===== src/rtl/cmt_map.svh =====
// Notes on behaviour
// [RL1] c5 flushes instruction cache; c13 prefetches line
// [RL2] c6 flushes data cache, whole or entry
// [RL3] c10/c14 opcode2 1: clean, clean-invalidate address
// [RL4] opcode2 2: clean by segment and index
// [RL5] index width follows implemented cache size
// [RL6] running line fetch finishes before maintenance
// [RL7] drain command stalls until write buffer empty
// [RL8] standby commands gate core clock, low power
// [RL9] standby ends on interrupt or debug request
// [RL10] wake ignores status word interrupt disables
// [RL11] debug wake only while debug is permitted
// [RL12] core takes interrupt or debug after wake
// [RL13] write buffer keeps draining during standby
// [RL14] two lockdown words: load bit, segment
// [RL15] data and instruction region registers readable, writable
// [RL16] region: base 31:12, size 5:1, bit0 zero
// [RL17] size code 3 is 4KB, doubling to 4GB
// [RL18] oversized area aliases physical memory
// [RL19] instruction region base fixed, reads zero
// [RL20] reset clears bases, sizes from size register
// [RL21] software programs data region before enabling
// [RL22] overlap: data goes to instruction memory; with ITCM_LOAD_MODE set, reads go to data memory
// [RL23] segment is address bits 31 and 30
// [RL24] transfer stalls until maintenance completes
`ifndef CMT_MAP_SVH
`define CMT_MAP_SVH
`define CMT_CRN_CACHE 4'h7
`define CMT_CRN_LOCK 4'h9
`define CMT_CRN_TEST 4'hf
`define CMT_CRM_C0 4'h0
`define CMT_CRM_C1 4'h1
`define CMT_CRM_C5 4'h5
`define CMT_CRM_C6 4'h6
`define CMT_CRM_C8 4'h8
`define CMT_CRM_C10 4'ha
`define CMT_CRM_C13 4'hd
`define CMT_CRM_C14 4'he
`define CMT_OP2_0 3'h0
`define CMT_OP2_1 3'h1
`define CMT_OP2_2 3'h2
`define CMT_OP2_4 3'h4
`define CMT_LOCK_LOAD_BIT 31
`define CMT_LOCK_SEG_HI 1
`define CMT_SEG_HI 31
`define CMT_SEG_LO 30
`define CMT_IDX_LO 5
`define CMT_IDX_MAXMSB 17
`define CMT_CACHE_LOG2KB 2
`define CMT_IDX_MSB (7 + `CMT_CACHE_LOG2KB)
`define CMT_BASE_HI 31
`define CMT_BASE_LO 12
`define CMT_SIZE_HI 5
`define CMT_SIZE_LO 1
`define CMT_SIZE_SHIFT 6'd9
`define CMT_SIZE_4GB 5'h17
`define CMT_RST_BASE 20'h00000
`define CMT_RST_SIZE 5'h03
`define CMT_RST_LOCK 32'h00000000
`endif


===== src/rtl/cmt_pkg.sv =====
package cmt_pkg;
  typedef enum logic [4:0] {
    ST_IDLE = 5'b00001,
    ST_FILL = 5'b00010,
    ST_OP = 5'b00100,
    ST_DRAIN = 5'b01000,
    ST_STBY = 5'b10000
  } cmt_state_t;
  typedef enum logic [3:0] {
    OP_NONE = 4'h0,
    OP_IC_ALL = 4'h1,
    OP_IC_ENTRY = 4'h2,
    OP_IC_PREFETCH = 4'h3,
    OP_DC_ALL = 4'h4,
    OP_DC_ENTRY = 4'h5,
    OP_DC_CLEAN = 4'h6,
    OP_DC_CLEAN_INV = 4'h7,
    OP_DC_CLEAN_IDX = 4'h8,
    OP_DC_CLEAN_INV_IDX = 4'h9
  } cmt_op_t;
  typedef struct packed {
    logic valid;
    logic write;
    logic [3:0] crn;
    logic [3:0] crm;
    logic [2:0] op2;
    logic [31:0] wdata;
  } cmt_cp_req_t;
  typedef struct packed {
    cmt_op_t kind;
    logic [1:0] seg;
    logic [12:0] idx;
    logic [31:0] addr;
  } cmt_cache_cmd_t;
endpackage


===== src/rtl/cmt_ctrl.sv =====
`timescale 1ns/1ps
`include "cmt_map.svh"
module cmt_ctrl (
  input wire logic REF_CLK,
  input wire logic RST,
  input cmt_pkg::cmt_cp_req_t CP_REQ,
  output logic CP_STALL,
  output logic CP_RVALID,
  output logic [31:0] CP_RDATA,
  output cmt_pkg::cmt_cache_cmd_t CACHE_CMD,
  output logic CACHE_REQ,
  input wire logic CACHE_ACK,
  input wire logic LINEFILL_BUSY,
  input wire logic WB_EMPTY,
  output logic WB_DRAIN,
  output logic CORE_CLOCK_GATE,
  output logic LOW_POWER,
  input wire logic FAST_INTERRUPT_N,
  input wire logic NORMAL_INTERRUPT_N,
  input wire logic EXTERNAL_DEBUG_REQUEST,
  input wire logic DEBUG_REQ_BIT,
  input wire logic DEBUG_PERMIT,
  output logic WAKE_IRQ,
  output logic WAKE_DEBUG,
  input wire logic [4:0] DTCM_PHYS_SIZE,
  input wire logic [4:0] ITCM_PHYS_SIZE,
  output logic [31:0] DLOCK_WORD,
  output logic [31:0] ILOCK_WORD,
  input wire logic DATA_VALID,
  input wire logic DATA_WRITE,
  input wire logic [31:0] DATA_ADDR,
  input wire logic DTCM_ENABLE,
  input wire logic ITCM_ENABLE,
  input wire logic ITCM_LOAD_MODE,
  output logic DATA_TO_ITCM,
  output logic DATA_TO_DTCM,
  output logic [31:0] TCM_OFFSET
);
  import cmt_pkg::*;

  // command match on register, crm and opcode2
  function automatic logic is_cmd(input cmt_cp_req_t r, input logic [3:0] crn,
                                  input logic [3:0] crm, input logic [2:0] op2);
    is_cmd = r.valid && r.crn == crn && r.crm == crm && r.op2 == op2;
  endfunction

  // address mask of an area, bytes = 2^(code+9)
  function automatic logic [31:0] area_mask(input logic [4:0] code);
    logic [5:0] sh;
    sh = {1'b0, code} + `CMT_SIZE_SHIFT;
    if (code >= `CMT_SIZE_4GB) begin
      area_mask = 32'h00000000;
    end else begin
      area_mask = 32'hffffffff << sh;
    end
  endfunction

  // sequencer state and the held maintenance command
  cmt_state_t state_q, state_d;
  cmt_cache_cmd_t pend_q, pend_d;
  // lockdown words and region fields
  logic [31:0] dlock_q, ilock_q;
  logic [19:0] dbase_q;
  logic [4:0] dsize_q, isize_q;
  // physical size codes, captured once after reset
  logic [4:0] dphys_q, iphys_q;
  logic init_q;
  // decoded transfer kinds
  logic wr, rd, maint;
  logic wfi, drain;
  // wake causes while in standby
  logic wake_irq, wake_dbg;
  // index mask and area hits
  logic [12:0] idx_mask;
  logic d_hit, i_hit;

  // request qualification and wake sources
  assign wr = CP_REQ.valid && CP_REQ.write && state_q == ST_IDLE;
  assign rd = CP_REQ.valid && !CP_REQ.write && state_q == ST_IDLE;
  assign wfi = wr && (is_cmd(CP_REQ, `CMT_CRN_CACHE, `CMT_CRM_C0, `CMT_OP2_4) ||
               is_cmd(CP_REQ, `CMT_CRN_TEST, `CMT_CRM_C8, `CMT_OP2_2)); // [RL8]
  assign drain = wr && is_cmd(CP_REQ, `CMT_CRN_CACHE, `CMT_CRM_C10, `CMT_OP2_4); // [RL7]
  assign wake_irq = !FAST_INTERRUPT_N || !NORMAL_INTERRUPT_N; // [RL10]
  assign wake_dbg = DEBUG_PERMIT && (EXTERNAL_DEBUG_REQUEST || DEBUG_REQ_BIT); // [RL11]
  assign idx_mask = 13'h1fff >> (`CMT_IDX_MAXMSB - `CMT_IDX_MSB); // [RL5]

  // maintenance decode into a cache command
  always_comb begin
    pend_d = pend_q;
    pend_d.kind = OP_NONE;
    pend_d.addr = CP_REQ.wdata;
    pend_d.seg = CP_REQ.wdata[`CMT_SEG_HI:`CMT_SEG_LO]; // [RL23]
    pend_d.idx = CP_REQ.wdata[`CMT_IDX_MAXMSB:`CMT_IDX_LO] & idx_mask; // [RL4]
    if (is_cmd(CP_REQ, `CMT_CRN_CACHE, `CMT_CRM_C5, `CMT_OP2_0)) begin
      pend_d.kind = OP_IC_ALL; // [RL1]
    end else if (is_cmd(CP_REQ, `CMT_CRN_CACHE, `CMT_CRM_C5, `CMT_OP2_1)) begin
      pend_d.kind = OP_IC_ENTRY; // [RL1]
    end else if (is_cmd(CP_REQ, `CMT_CRN_CACHE, `CMT_CRM_C13, `CMT_OP2_1)) begin
      pend_d.kind = OP_IC_PREFETCH; // [RL1]
    end else if (is_cmd(CP_REQ, `CMT_CRN_CACHE, `CMT_CRM_C6, `CMT_OP2_0)) begin
      pend_d.kind = OP_DC_ALL; // [RL2]
    end else if (is_cmd(CP_REQ, `CMT_CRN_CACHE, `CMT_CRM_C6, `CMT_OP2_1)) begin
      pend_d.kind = OP_DC_ENTRY; // [RL2]
    end else if (is_cmd(CP_REQ, `CMT_CRN_CACHE, `CMT_CRM_C10, `CMT_OP2_1)) begin
      pend_d.kind = OP_DC_CLEAN; // [RL3]
    end else if (is_cmd(CP_REQ, `CMT_CRN_CACHE, `CMT_CRM_C14, `CMT_OP2_1)) begin
      pend_d.kind = OP_DC_CLEAN_INV; // [RL3]
    end else if (is_cmd(CP_REQ, `CMT_CRN_CACHE, `CMT_CRM_C10, `CMT_OP2_2)) begin
      pend_d.kind = OP_DC_CLEAN_IDX; // [RL4]
    end else if (is_cmd(CP_REQ, `CMT_CRN_CACHE, `CMT_CRM_C14, `CMT_OP2_2)) begin
      pend_d.kind = OP_DC_CLEAN_INV_IDX; // [RL4]
    end
  end
  assign maint = wr && pend_d.kind != OP_NONE;

  // sequencer next state
  always_comb begin
    state_d = state_q;
    case (state_q)
      ST_IDLE: begin
        if (maint) begin
          state_d = LINEFILL_BUSY ? ST_FILL : ST_OP; // [RL6]
        end else if (drain) begin
          state_d = ST_DRAIN;
        end else if (wfi) begin
          state_d = ST_STBY;
        end
      end
      ST_FILL: begin
        if (!LINEFILL_BUSY) begin
          state_d = ST_OP; // [RL6]
        end
      end
      ST_OP: begin
        if (CACHE_ACK) begin
          state_d = ST_IDLE; // [RL24]
        end
      end
      ST_DRAIN: begin
        if (WB_EMPTY) begin
          state_d = ST_IDLE; // [RL7]
        end
      end
      ST_STBY: begin
        if (wake_irq || wake_dbg) begin
          state_d = ST_IDLE; // [RL9]
        end
      end
      default: begin
        state_d = ST_IDLE;
      end
    endcase
  end

  // state register
  always_ff @(posedge REF_CLK or posedge RST) begin
    if (RST) begin
      state_q <= ST_IDLE;
    end else begin
      state_q <= state_d;
    end
  end

  // held maintenance command
  always_ff @(posedge REF_CLK or posedge RST) begin
    if (RST) begin
      pend_q <= '0;
    end else if (maint) begin
      pend_q <= pend_d;
    end
  end

  // cache command handshake, request held until ack
  always_ff @(posedge REF_CLK or posedge RST) begin
    if (RST) begin
      CACHE_REQ <= 1'b0;
      CACHE_CMD <= '0;
    end else if (state_d == ST_OP && !(state_q == ST_OP && CACHE_ACK)) begin
      CACHE_REQ <= 1'b1; // [RL24]
      CACHE_CMD <= (state_q == ST_IDLE) ? pend_d : pend_q;
    end else begin
      CACHE_REQ <= 1'b0;
    end
  end

  // core stall, clock gate and low power
  always_ff @(posedge REF_CLK or posedge RST) begin
    if (RST) begin
      CP_STALL <= 1'b0;
      CORE_CLOCK_GATE <= 1'b1;
      LOW_POWER <= 1'b0;
    end else begin
      CP_STALL <= state_d != ST_IDLE; // [RL24]
      CORE_CLOCK_GATE <= state_d != ST_STBY; // [RL8]
      LOW_POWER <= state_d == ST_STBY; // [RL8]
    end
  end

  // write buffer drain, also while in standby
  always_ff @(posedge REF_CLK or posedge RST) begin
    if (RST) begin
      WB_DRAIN <= 1'b0;
    end else begin
      WB_DRAIN <= (state_d == ST_DRAIN || state_d == ST_STBY) && !WB_EMPTY; // [RL7] [RL13]
    end
  end

  // one-cycle wake cause toward the core
  always_ff @(posedge REF_CLK or posedge RST) begin
    if (RST) begin
      WAKE_IRQ <= 1'b0;
      WAKE_DEBUG <= 1'b0;
    end else begin
      WAKE_IRQ <= state_q == ST_STBY && wake_irq; // [RL12]
      WAKE_DEBUG <= state_q == ST_STBY && wake_dbg; // [RL12]
    end
  end

  // lockdown words, load bit and segment kept
  always_ff @(posedge REF_CLK or posedge RST) begin
    if (RST) begin
      dlock_q <= `CMT_RST_LOCK;
      ilock_q <= `CMT_RST_LOCK;
    end else if (wr && is_cmd(CP_REQ, `CMT_CRN_LOCK, `CMT_CRM_C0, `CMT_OP2_0)) begin
      dlock_q <= {CP_REQ.wdata[`CMT_LOCK_LOAD_BIT], 29'h0, CP_REQ.wdata[`CMT_LOCK_SEG_HI:0]}; // [RL14]
    end else if (wr && is_cmd(CP_REQ, `CMT_CRN_LOCK, `CMT_CRM_C0, `CMT_OP2_1)) begin
      ilock_q <= {CP_REQ.wdata[`CMT_LOCK_LOAD_BIT], 29'h0, CP_REQ.wdata[`CMT_LOCK_SEG_HI:0]}; // [RL14]
    end
  end
  assign DLOCK_WORD = dlock_q;
  assign ILOCK_WORD = ilock_q;

  // region registers; sizes and physical sizes loaded just after reset release
  always_ff @(posedge REF_CLK or posedge RST) begin
    if (RST) begin
      init_q <= 1'b1;
      dbase_q <= `CMT_RST_BASE; // [RL20]
      dsize_q <= `CMT_RST_SIZE;
      isize_q <= `CMT_RST_SIZE;
      dphys_q <= `CMT_RST_SIZE;
      iphys_q <= `CMT_RST_SIZE;
    end else if (init_q) begin
      init_q <= 1'b0;
      dsize_q <= DTCM_PHYS_SIZE; // [RL20]
      isize_q <= ITCM_PHYS_SIZE; // [RL20]
      dphys_q <= DTCM_PHYS_SIZE;
      iphys_q <= ITCM_PHYS_SIZE;
    end else if (wr && is_cmd(CP_REQ, `CMT_CRN_LOCK, `CMT_CRM_C1, `CMT_OP2_0)) begin
      dbase_q <= CP_REQ.wdata[`CMT_BASE_HI:`CMT_BASE_LO]; // [RL15] [RL16]
      dsize_q <= CP_REQ.wdata[`CMT_SIZE_HI:`CMT_SIZE_LO];
    end else if (wr && is_cmd(CP_REQ, `CMT_CRN_LOCK, `CMT_CRM_C1, `CMT_OP2_1)) begin
      isize_q <= CP_REQ.wdata[`CMT_SIZE_HI:`CMT_SIZE_LO]; // [RL15] [RL19]
    end
  end

  // read-back, one cycle after the request
  always_ff @(posedge REF_CLK or posedge RST) begin
    if (RST) begin
      CP_RVALID <= 1'b0;
      CP_RDATA <= 32'h00000000;
    end else begin
      CP_RVALID <= rd;
      if (!rd) begin
        CP_RDATA <= 32'h00000000;
      end else if (is_cmd(CP_REQ, `CMT_CRN_LOCK, `CMT_CRM_C0, `CMT_OP2_0)) begin
        CP_RDATA <= dlock_q; // [RL14]
      end else if (is_cmd(CP_REQ, `CMT_CRN_LOCK, `CMT_CRM_C0, `CMT_OP2_1)) begin
        CP_RDATA <= ilock_q; // [RL14]
      end else if (is_cmd(CP_REQ, `CMT_CRN_LOCK, `CMT_CRM_C1, `CMT_OP2_0)) begin
        CP_RDATA <= {dbase_q, 6'h00, dsize_q, 1'b0}; // [RL16]
      end else if (is_cmd(CP_REQ, `CMT_CRN_LOCK, `CMT_CRM_C1, `CMT_OP2_1)) begin
        CP_RDATA <= {`CMT_RST_BASE, 6'h00, isize_q, 1'b0}; // [RL19]
      end else begin
        CP_RDATA <= 32'h00000000;
      end
    end
  end

  // area hit test against visible size
  assign d_hit = DTCM_ENABLE && ((DATA_ADDR & area_mask(dsize_q)) ==
                 ({dbase_q, 12'h000} & area_mask(dsize_q))); // [RL17]
  assign i_hit = ITCM_ENABLE && ((DATA_ADDR & area_mask(isize_q)) == 32'h00000000); // [RL19]

  // data access routing and aliased offset
  always_ff @(posedge REF_CLK or posedge RST) begin
    if (RST) begin
      DATA_TO_ITCM <= 1'b0;
      DATA_TO_DTCM <= 1'b0;
      TCM_OFFSET <= 32'h00000000;
    end else if (!DATA_VALID) begin
      DATA_TO_ITCM <= 1'b0;
      DATA_TO_DTCM <= 1'b0;
    end else if (i_hit && (!ITCM_LOAD_MODE || DATA_WRITE || !d_hit)) begin
      DATA_TO_ITCM <= 1'b1; // [RL22]
      DATA_TO_DTCM <= 1'b0;
      TCM_OFFSET <= DATA_ADDR & ~area_mask(iphys_q); // [RL18]
    end else begin
      DATA_TO_ITCM <= 1'b0;
      DATA_TO_DTCM <= d_hit; // [RL22]
      TCM_OFFSET <= DATA_ADDR & ~area_mask(dphys_q); // [RL18]
    end
  end
endmodule


===== config.mk =====
export PLATFORM = sky130hd
export DESIGN_NAME = cmt_ctrl
export DESIGN_NICKNAME = d
export VERILOG_FILES = /design/src/rtl/cmt_pkg.sv /design/src/rtl/cmt_ctrl.sv
export VERILOG_INCLUDE_DIRS = /design/src /design/src/rtl
export SDC_FILE = /design/constraint.sdc
export NUM_CORES = 1
export LEC_CHECK = 0
export BUFFER_PORTS_ARGS = -buffer_cell sky130_fd_sc_hd__buf_4
export CORE_ASPECT_RATIO = 0.7
export CORE_UTILIZATION = 30
export DETAILED_ROUTE_END_ITERATION = 8
export GPL_ROUTABILITY_DRIVEN = 0
export MAX_ROUTING_LAYER = met4
export PLACE_DENSITY = 0.52
export RECOVER_POWER = 100
export SLEW_MARGIN = 20
export SYNTH_ARGS = -nofsm -noshare
export SYNTH_HDL_FRONTEND = slang
export SYNTH_SLANG_ARGS = --single-unit

===== constraint.sdc =====
create_clock -name REF_CLK -period 6.3 [get_ports REF_CLK]
set_input_delay 0.63 -clock REF_CLK [delete_from_list [all_inputs] [get_ports REF_CLK]]
set_output_delay 0.63 -clock REF_CLK [all_outputs]
set_load 0.02 [all_outputs]

==> flow_metrics.env, run 1 <==
export IMPL_leakage_nw=5.85
export IMPL_grtUsageTotal_pct=19.3
export IMPL_maxSlewHeadroom_pct=-184
export IMPL_drc_errors=0
export IMPL_top_usage_layer="met1"
export IMPL_rsz0062_at_grt="no"
export IMPL_use_met1_pct=28.4
export IMPL_required_ns=6.63
export IMPL_final_fill_count=3681
export IMPL_cts_tree="yes"
export IMPL_p_per_area_nw_per_um2=250
export IMPL_yosysUniqueCellTypes=86
export IMPL_met2_usage_pct=25.2
export IMPL_r2r_setup_slack_ns=1.54
export IMPL_layout_cells_non_filler=1678
export IMPL_die_h_um=160
export IMPL_grt_pass1_vias=8237
export IMPL_grt_pass1_wl_um=51200
export IMPL_drt_iter0_drc=814
export IMPL_grt_max_degree=104
export IMPL_cts_buffer_depth=2
export IMPL_n_antenna_cell=0
export IMPL_rr_worst_depth=11
export IMPL_cts_sinks=192
export IMPL_cp_start_kind="input pin"
export IMPL_overflow=0
export IMPL_synth_top_cell_by_area="dfrtp_1"
export IMPL_holdPathStages=2
export IMPL_status="finished with violations"
export IMPL_hp_start="WB_EMPTY"
export IMPL_drv_slew=170
export IMPL_start_util_pct=30.6
export IMPL_syn_area_sq_um=10600
export IMPL_die_width_um=227
export IMPL_synth_flop_cell="dfrtp_1"
export IMPL_num_io_pins=291
export IMPL_clk_latency_ns=0.46
export IMPL_crit_arrival_ns=5.22
export IMPL_synth_seq_cells=192
export IMPL_ant_nets=0
export IMPL_hold_viol=0
export IMPL_rr_endpoint="CP_RDATA[20]"
export IMPL_fmax_ghz=0.205
export IMPL_drv_cap=3
export IMPL_hold_end="WB_DRAIN"
export IMPL_critPathKind="input pin to flip-flop"
export IMPL_wl_um=33600
export IMPL_drive_gt1_share_pct=24.5
export IMPL_synthToLayoutAreaGrowth_pct=17.9
export IMPL_fin_setup_tns_ns=0
export IMPL_syn_area_per_cell_sq_um=10.7
export IMPL_regArea_sq_um=4820
export IMPL_skew_ns=0.0189
export IMPL_crit_fanout=38
export IMPL_viasPerCell=4.99
export IMPL_numCtsBuffers=17
export IMPL_violations="capacitance limit, slew limit"
export IMPL_min_period_ns=4.89
export IMPL_via_count=8375
export IMPL_holdBufCountCts=0
export IMPL_min_period_over_period_pct=77.6
export IMPL_clk_pin_slew_ns=0.07
export IMPL_nets=1311
export IMPL_synth_cells=997
export IMPL_coreArea_sq_um=34800
export IMPL_ir_drop_v=0.000129
export IMPL_wl_per_cell_um=20.0
export IMPL_synthArstFlopShare_pct=100
export IMPL_rows=57
export IMPL_reg2reg_from="state_q[2]"
export IMPL_cts_resized=0
export IMPL_htree_num_levels=4
export IMPL_dr_pass1_iters=5
export IMPL_hp_class="input pin to flip-flop"
export IMPL_synth_area_leaders="dfrtp_1 (43%), mux2_2 (14%), buf_4 (5.9%), dfstp_2 (2.7%), o21ai_0 (2.5%)"
export IMPL_antenna_found_initial=0
export IMPL_holdWs_ns=0.350
export IMPL_dp_cells=1646
export IMPL_cts_setup_buffers=0
export IMPL_endpoint_kind="flip-flop"
export IMPL_worst_slew_pin_slew_ns=4.24
export IMPL_ys_seq_area_share_pct=45.3
export IMPL_gr_usage_met3_pct=6.09
export IMPL_die_area_sq_um=36300
export IMPL_setup_viol=0
export IMPL_multi_input_area_sq_um=5090
export IMPL_io_buffers=218
export IMPL_cts_root_buffer="clkbuf_16"
export IMPL_yosys_warnings=0
export IMPL_synth_edf_count=0
export IMPL_synth_top_area_share_pct=42.5
export IMPL_dpl_hpwl_um=25200
-- layer usage --
| metal | vias up | routed length (um) | share of wire, % |
|---|---|---|---|
| met5 | - | 0 | 0 |
| met4 | 0 | 375 | 1.1 |
| met3 | 24 | 3370 | 10 |
| met2 | 385 | 13900 | 41 |
| met1 | 4165 | 15900 | 47 |
| li1 | 3801 | - | - |
-- critical path: stages --
cell and delay [ns]:
buf_4 0.16, nand2b_1 0.20, o22ai_1 0.16, a21oi_1 0.08, o32a_1 0.19, nor4b_1 0.47
o41a_2 0.24, clkbuf_1 1.65, a31oi_1 0.29, o21ai_4 0.24, buf_4 0.48, mux2_2 0.40
-- how the worst max path moves through the flow --
stage	slack [ns]	endpoint	cells past startpoint	startpoint
floorplan	0.46	CACHE_CMD[0]	1	RST
global placement	2.26	TCM_OFFSET[25]	12	dsize_q[0]
detailed placement	2.19	TCM_OFFSET[25]	12	dsize_q[0]
CTS	2.15	TCM_OFFSET[25]	12	dsize_q[0]
global route	0.92	CP_RDATA[20]	11	state_q[2]
finish	1.41	CACHE_CMD[26]	12	CP_REQ[35]
-- cells by family (layout without fill, tap and decap cells) --
logic type,Yosys count,in the layout,synth area share [%]
xor+xnor,32,32,2.70
buf+inv,167,304,9.19
other cells,1,73,0.0352
flops,192,192,45.3
simple gates,233,233,11.3
compound gates,206,206,13.9
mux,149,149,15.7
fa+ha+maj,17,17,1.99
-- area by class of cell --
type	instances	area share (%)
clock buffer	20	3.56
clock inverter	12	1.38
inverter	45	1.36
multi-input combinational	710	40.6
sequential	192	38.4
tap	472	4.70
timing repair buffer	227	10.1
-- registers in the layout, indices dropped and copies added (netlist names), 3 cells and up --
signal / count
CACHE_CMD: 36
CP_RDATA: 26
isize_q: 5
state_q: 5
iphys_q: 5
dphys_q: 5
pend_q: 36
ILOCK_WORD: 3
TCM_OFFSET: 32
DLOCK_WORD: 3
dsize_q: 5
dbase_q: 20
-- stage by stage --
stage / setup WS (ns) / util (%) / instance area, sq um / total power (W)
floorplan: 0.461 / - / 10900 / 0.00178
global placement: 2.26 / 35.7 / 12400 / 0.00200
detailed placement: 2.19 / 35.7 / 12400 / 0.00201
CTS: 2.15 / 37.5 / 13100 / 0.00319
global route: 0.920 / 36.1 / 12600 / 0.00327
finish: 1.41 / 36.1 / 12600 / 0.00314
-- placed cells by master (no fill, tap or decap), types with 17 or more instances in the layout --
master and count:
nand2_1 61, clkbuf_16 17, dfrtp_1 181, a21oi_1 32
xnor2_1 22, nand3_1 25, buf_4 105, nor2_1 42
mux2_2 133, conb_1 73, o21ai_0 54, inv_1 43
clkbuf_1 122
-- power by group --
group	internal [W]	switching [W]	leakage [nW]	total, W
sequential	0.00129	0.0000507	2.57	0.00134
combinational	0.000222	0.000407	2.98	0.000629
clock	0.000647	0.000527	0.293	0.00117
-- synthesized netlist by cell type (10+ instances only) --
library cell    n
dfstp_2        11
a211oi_1       10
dfrtp_1       181
mux2i_1        15
nand2_1        60
nor2_1         41
nand3_1        25
buf_4          83
nor2b_1        13
o21ai_0        54
xnor2_1        22
clkbuf_1       24
nor3_1         15
mux2_2        133
buf_2          11
a22o_1         16
ha_1           16
inv_1          44
a21oi_1        32
and2_1         27
a31oi_1        10
Power figures use the tool's default switching activity.
==> run 2: changes to the inputs <==
Settings changed: PLACE_DENSITY 0.52 to 0.53.
Clock period 6.3 ns to 4 ns, I/O delays scaled along.
==> run 2 against run 1 <==
Compared with the run above:
- the flow still finishes with violations (capacitance limit, slew limit)
- count of clock-buffer cells in the layout shrank 1
- highest routed layer unchanged
- via count shrank 0.55%
- total power grew 53%
- non-clock buffer count up 10
- routed wire length is 0.61% lower
- register-to-register slack lost 1.2 ns
- die area unchanged
- sequential share of layout area shrank 0.12 points
- combinational power up 58%
- final cell count increased by 0.60%
- hold slack worse by 0.24 ns
==> flow_metrics.env, run 2 (synthesized netlist as in run 1, its figures left out) <==
export IMPL_status="finished with violations"
export IMPL_violations="capacitance limit, slew limit"
export IMPL_cp_start_kind="flip-flop"
export IMPL_setup_viol=0
export IMPL_die_width_um=227
export IMPL_overflow=0
export IMPL_top_regs="CACHE_CMD x36, pend_q x36, TCM_OFFSET x32"
export IMPL_rows=57
export IMPL_worst_slew_pin_slew_ns=1.76
export IMPL_n_antenna_cell=0
export IMPL_grt_pass1_vias=8045
export IMPL_num_io_pins=291
export IMPL_crit_arrival_ns=4.03
export IMPL_min_period_ns=3.69
export IMPL_skew_ns=0.0140
export IMPL_start_util_pct=30.6
export IMPL_finalCoreUtilization_pct=36.2
export IMPL_hold_viol=0
export IMPL_final_area_sq_um=12600
export IMPL_via_count=8329
export IMPL_drv_cap=1
export IMPL_endpoint_kind="flip-flop"
export IMPL_p_per_area_nw_per_um2=382
export IMPL_power_w=0.00481
export IMPL_numCtsBuffers=17
export IMPL_clk_pin_slew_ns=0.08
export IMPL_final_fill_count=3662
export IMPL_dp_slack_ns=0.191
export IMPL_cp_common_cell="ha_1"
export IMPL_viasPerCell=4.93
export IMPL_cts_root_buffer="clkbuf_16"
export IMPL_layout_common_cells="dfrtp_1 (181), mux2_2 (133), clkbuf_1 (120)"
export IMPL_ir_drop_v=0.000207
export IMPL_drt_iter0_drc=714
export IMPL_drive_gt1_share_pct=25.7
export IMPL_wl_per_cell_um=19.8
export IMPL_grt_max_degree=125
export IMPL_leakage_nw=5.88
export IMPL_drv_slew=125
export IMPL_htree_num_levels=4
export IMPL_required_ns=4.34
export IMPL_rsz0062_at_grt="no"
export IMPL_worstPathCellList="ha_1, inv_1, ha_1, clkbuf_1, a31oi_1, o2111ai_1, a221oi_1, a32oi_1, a221oi_4, buf_4, nand2_4, or3_1, a41o_1"
export IMPL_cts_buffer_depth=2
export IMPL_crit_fanout=27
export IMPL_dr_pass1_iters=5
export IMPL_hp_class="input pin to flip-flop"
export IMPL_die_h_um=160
export IMPL_cp_slowest_cell="dfstp_2"
export IMPL_ant_nets=0
export IMPL_critical_path_buf_inv_count=3
export IMPL_dpl_hpwl_um=25200
export IMPL_synthToLayoutAreaGrowth_pct=18.3
export IMPL_cts_sinks=192
export IMPL_cts_setup_buffers=0
export IMPL_fmax_ghz=0.271
export IMPL_drc_errors=0
export IMPL_grtUsageTotal_pct=19.1
export IMPL_clk_latency_ns=0.45
export IMPL_path_delay_family="compound AO/OA/AOI/OAI gates"
export IMPL_grt_pass1_wl_um=50300
export IMPL_critPathKind="flip-flop to flip-flop"
export IMPL_fin_setup_tns_ns=0
export IMPL_cts_tree="yes"
export IMPL_place_area_sq_um=12500
export IMPL_wl_um=33400
export IMPL_coreArea_sq_um=34800
export IMPL_antenna_found_initial=0
export IMPL_maxSlewHeadroom_pct=-17.0
export IMPL_layout_commonest_cell="dfrtp_1"
export IMPL_nets=1321
export IMPL_crit_path_max_incr_delay_ns=0.61
export IMPL_worst_slack_ns=0.311
export IMPL_io_buffers=218
export IMPL_die_area_sq_um=36300
export IMPL_min_period_over_period_pct=92.2
[run 2: cell count changes in the layout (fill, tap and decap cells not counted), moves of 2 or more]
cell	delta
buf_4	+5
clkinv_4	+4
bufinv_16	-3
clkbuf_2	+3
inv_6	+3
clkbuf_1	-2
clkinvlp_4	-2
[run 2: through the flow]
stage / hold WS (ns) / cells
after floorplan: 0.463 / 1069
after global placement: 0.476 / 1655
after detailed placement: 0.487 / 1655
after CTS: 0.0712 / 1688
after global routing: 0.0835 / 1688
final: 0.108 / 1688
[run 2: final cells by class]
| type | count | area (sq um) | area share [%] |
|---|---|---|---|
| clock buffers | 19 | 453 | 3.60 |
| multi-input cells | 710 | 5110 | 40.6 |
| flip-flops and latches | 192 | 4820 | 38.2 |
| well taps | 472 | 591 | 4.69 |
| clock inverters | 13 | 118 | 0.934 |
| repair buffers | 237 | 1340 | 10.6 |
| inverters | 45 | 170 | 1.35 |
[run 2: what timing repair did]
action / CTS / global route
endpoints found under the setup margin: 0 / 9
hold endpoints to repair: 15 / 0
resized for setup: 0 / 3
hold buffers: 1 / 0
[run 2: path summary, 6_finish.rpt]
| kind | slack [ns] | startpoint | end | cells past startpoint |
|---|---|---|---|---|
| hold reg to reg | 0.50 | dphys_q[1] | dphys_q[1] | 2 |
| setup reg to reg | 0.31 | isize_q[0] | TCM_OFFSET[23] | 13 |
| max in group asynchronous | 0.98 | RST | dbase_q[7] | 4 |
| min in group asynchronous | 0.69 | RST | CACHE_CMD[1] | 3 |
| setup / recovery | 0.31 | isize_q[0] | TCM_OFFSET[23] | 13 |
| hold / removal | 0.11 | WB_EMPTY | WB_DRAIN | 2 |
[run 2: power breakdown]
group / internal, W / total [W] / switching (W)
logic: 0.000354 / 0.000993 / 0.000639
clock network: 0.000854 / 0.00170 / 0.000850
registers: 0.00203 / 0.00211 / 0.0000814
total: 0.00324 / 0.00481 / 0.00157
[run 2: routing by layer]
layer  routed length (um)  track usage (%)
met2                13600             24.9
met3                 3090             6.35
met4                  442             4.73
met1                16200             27.9
met5                    0                -
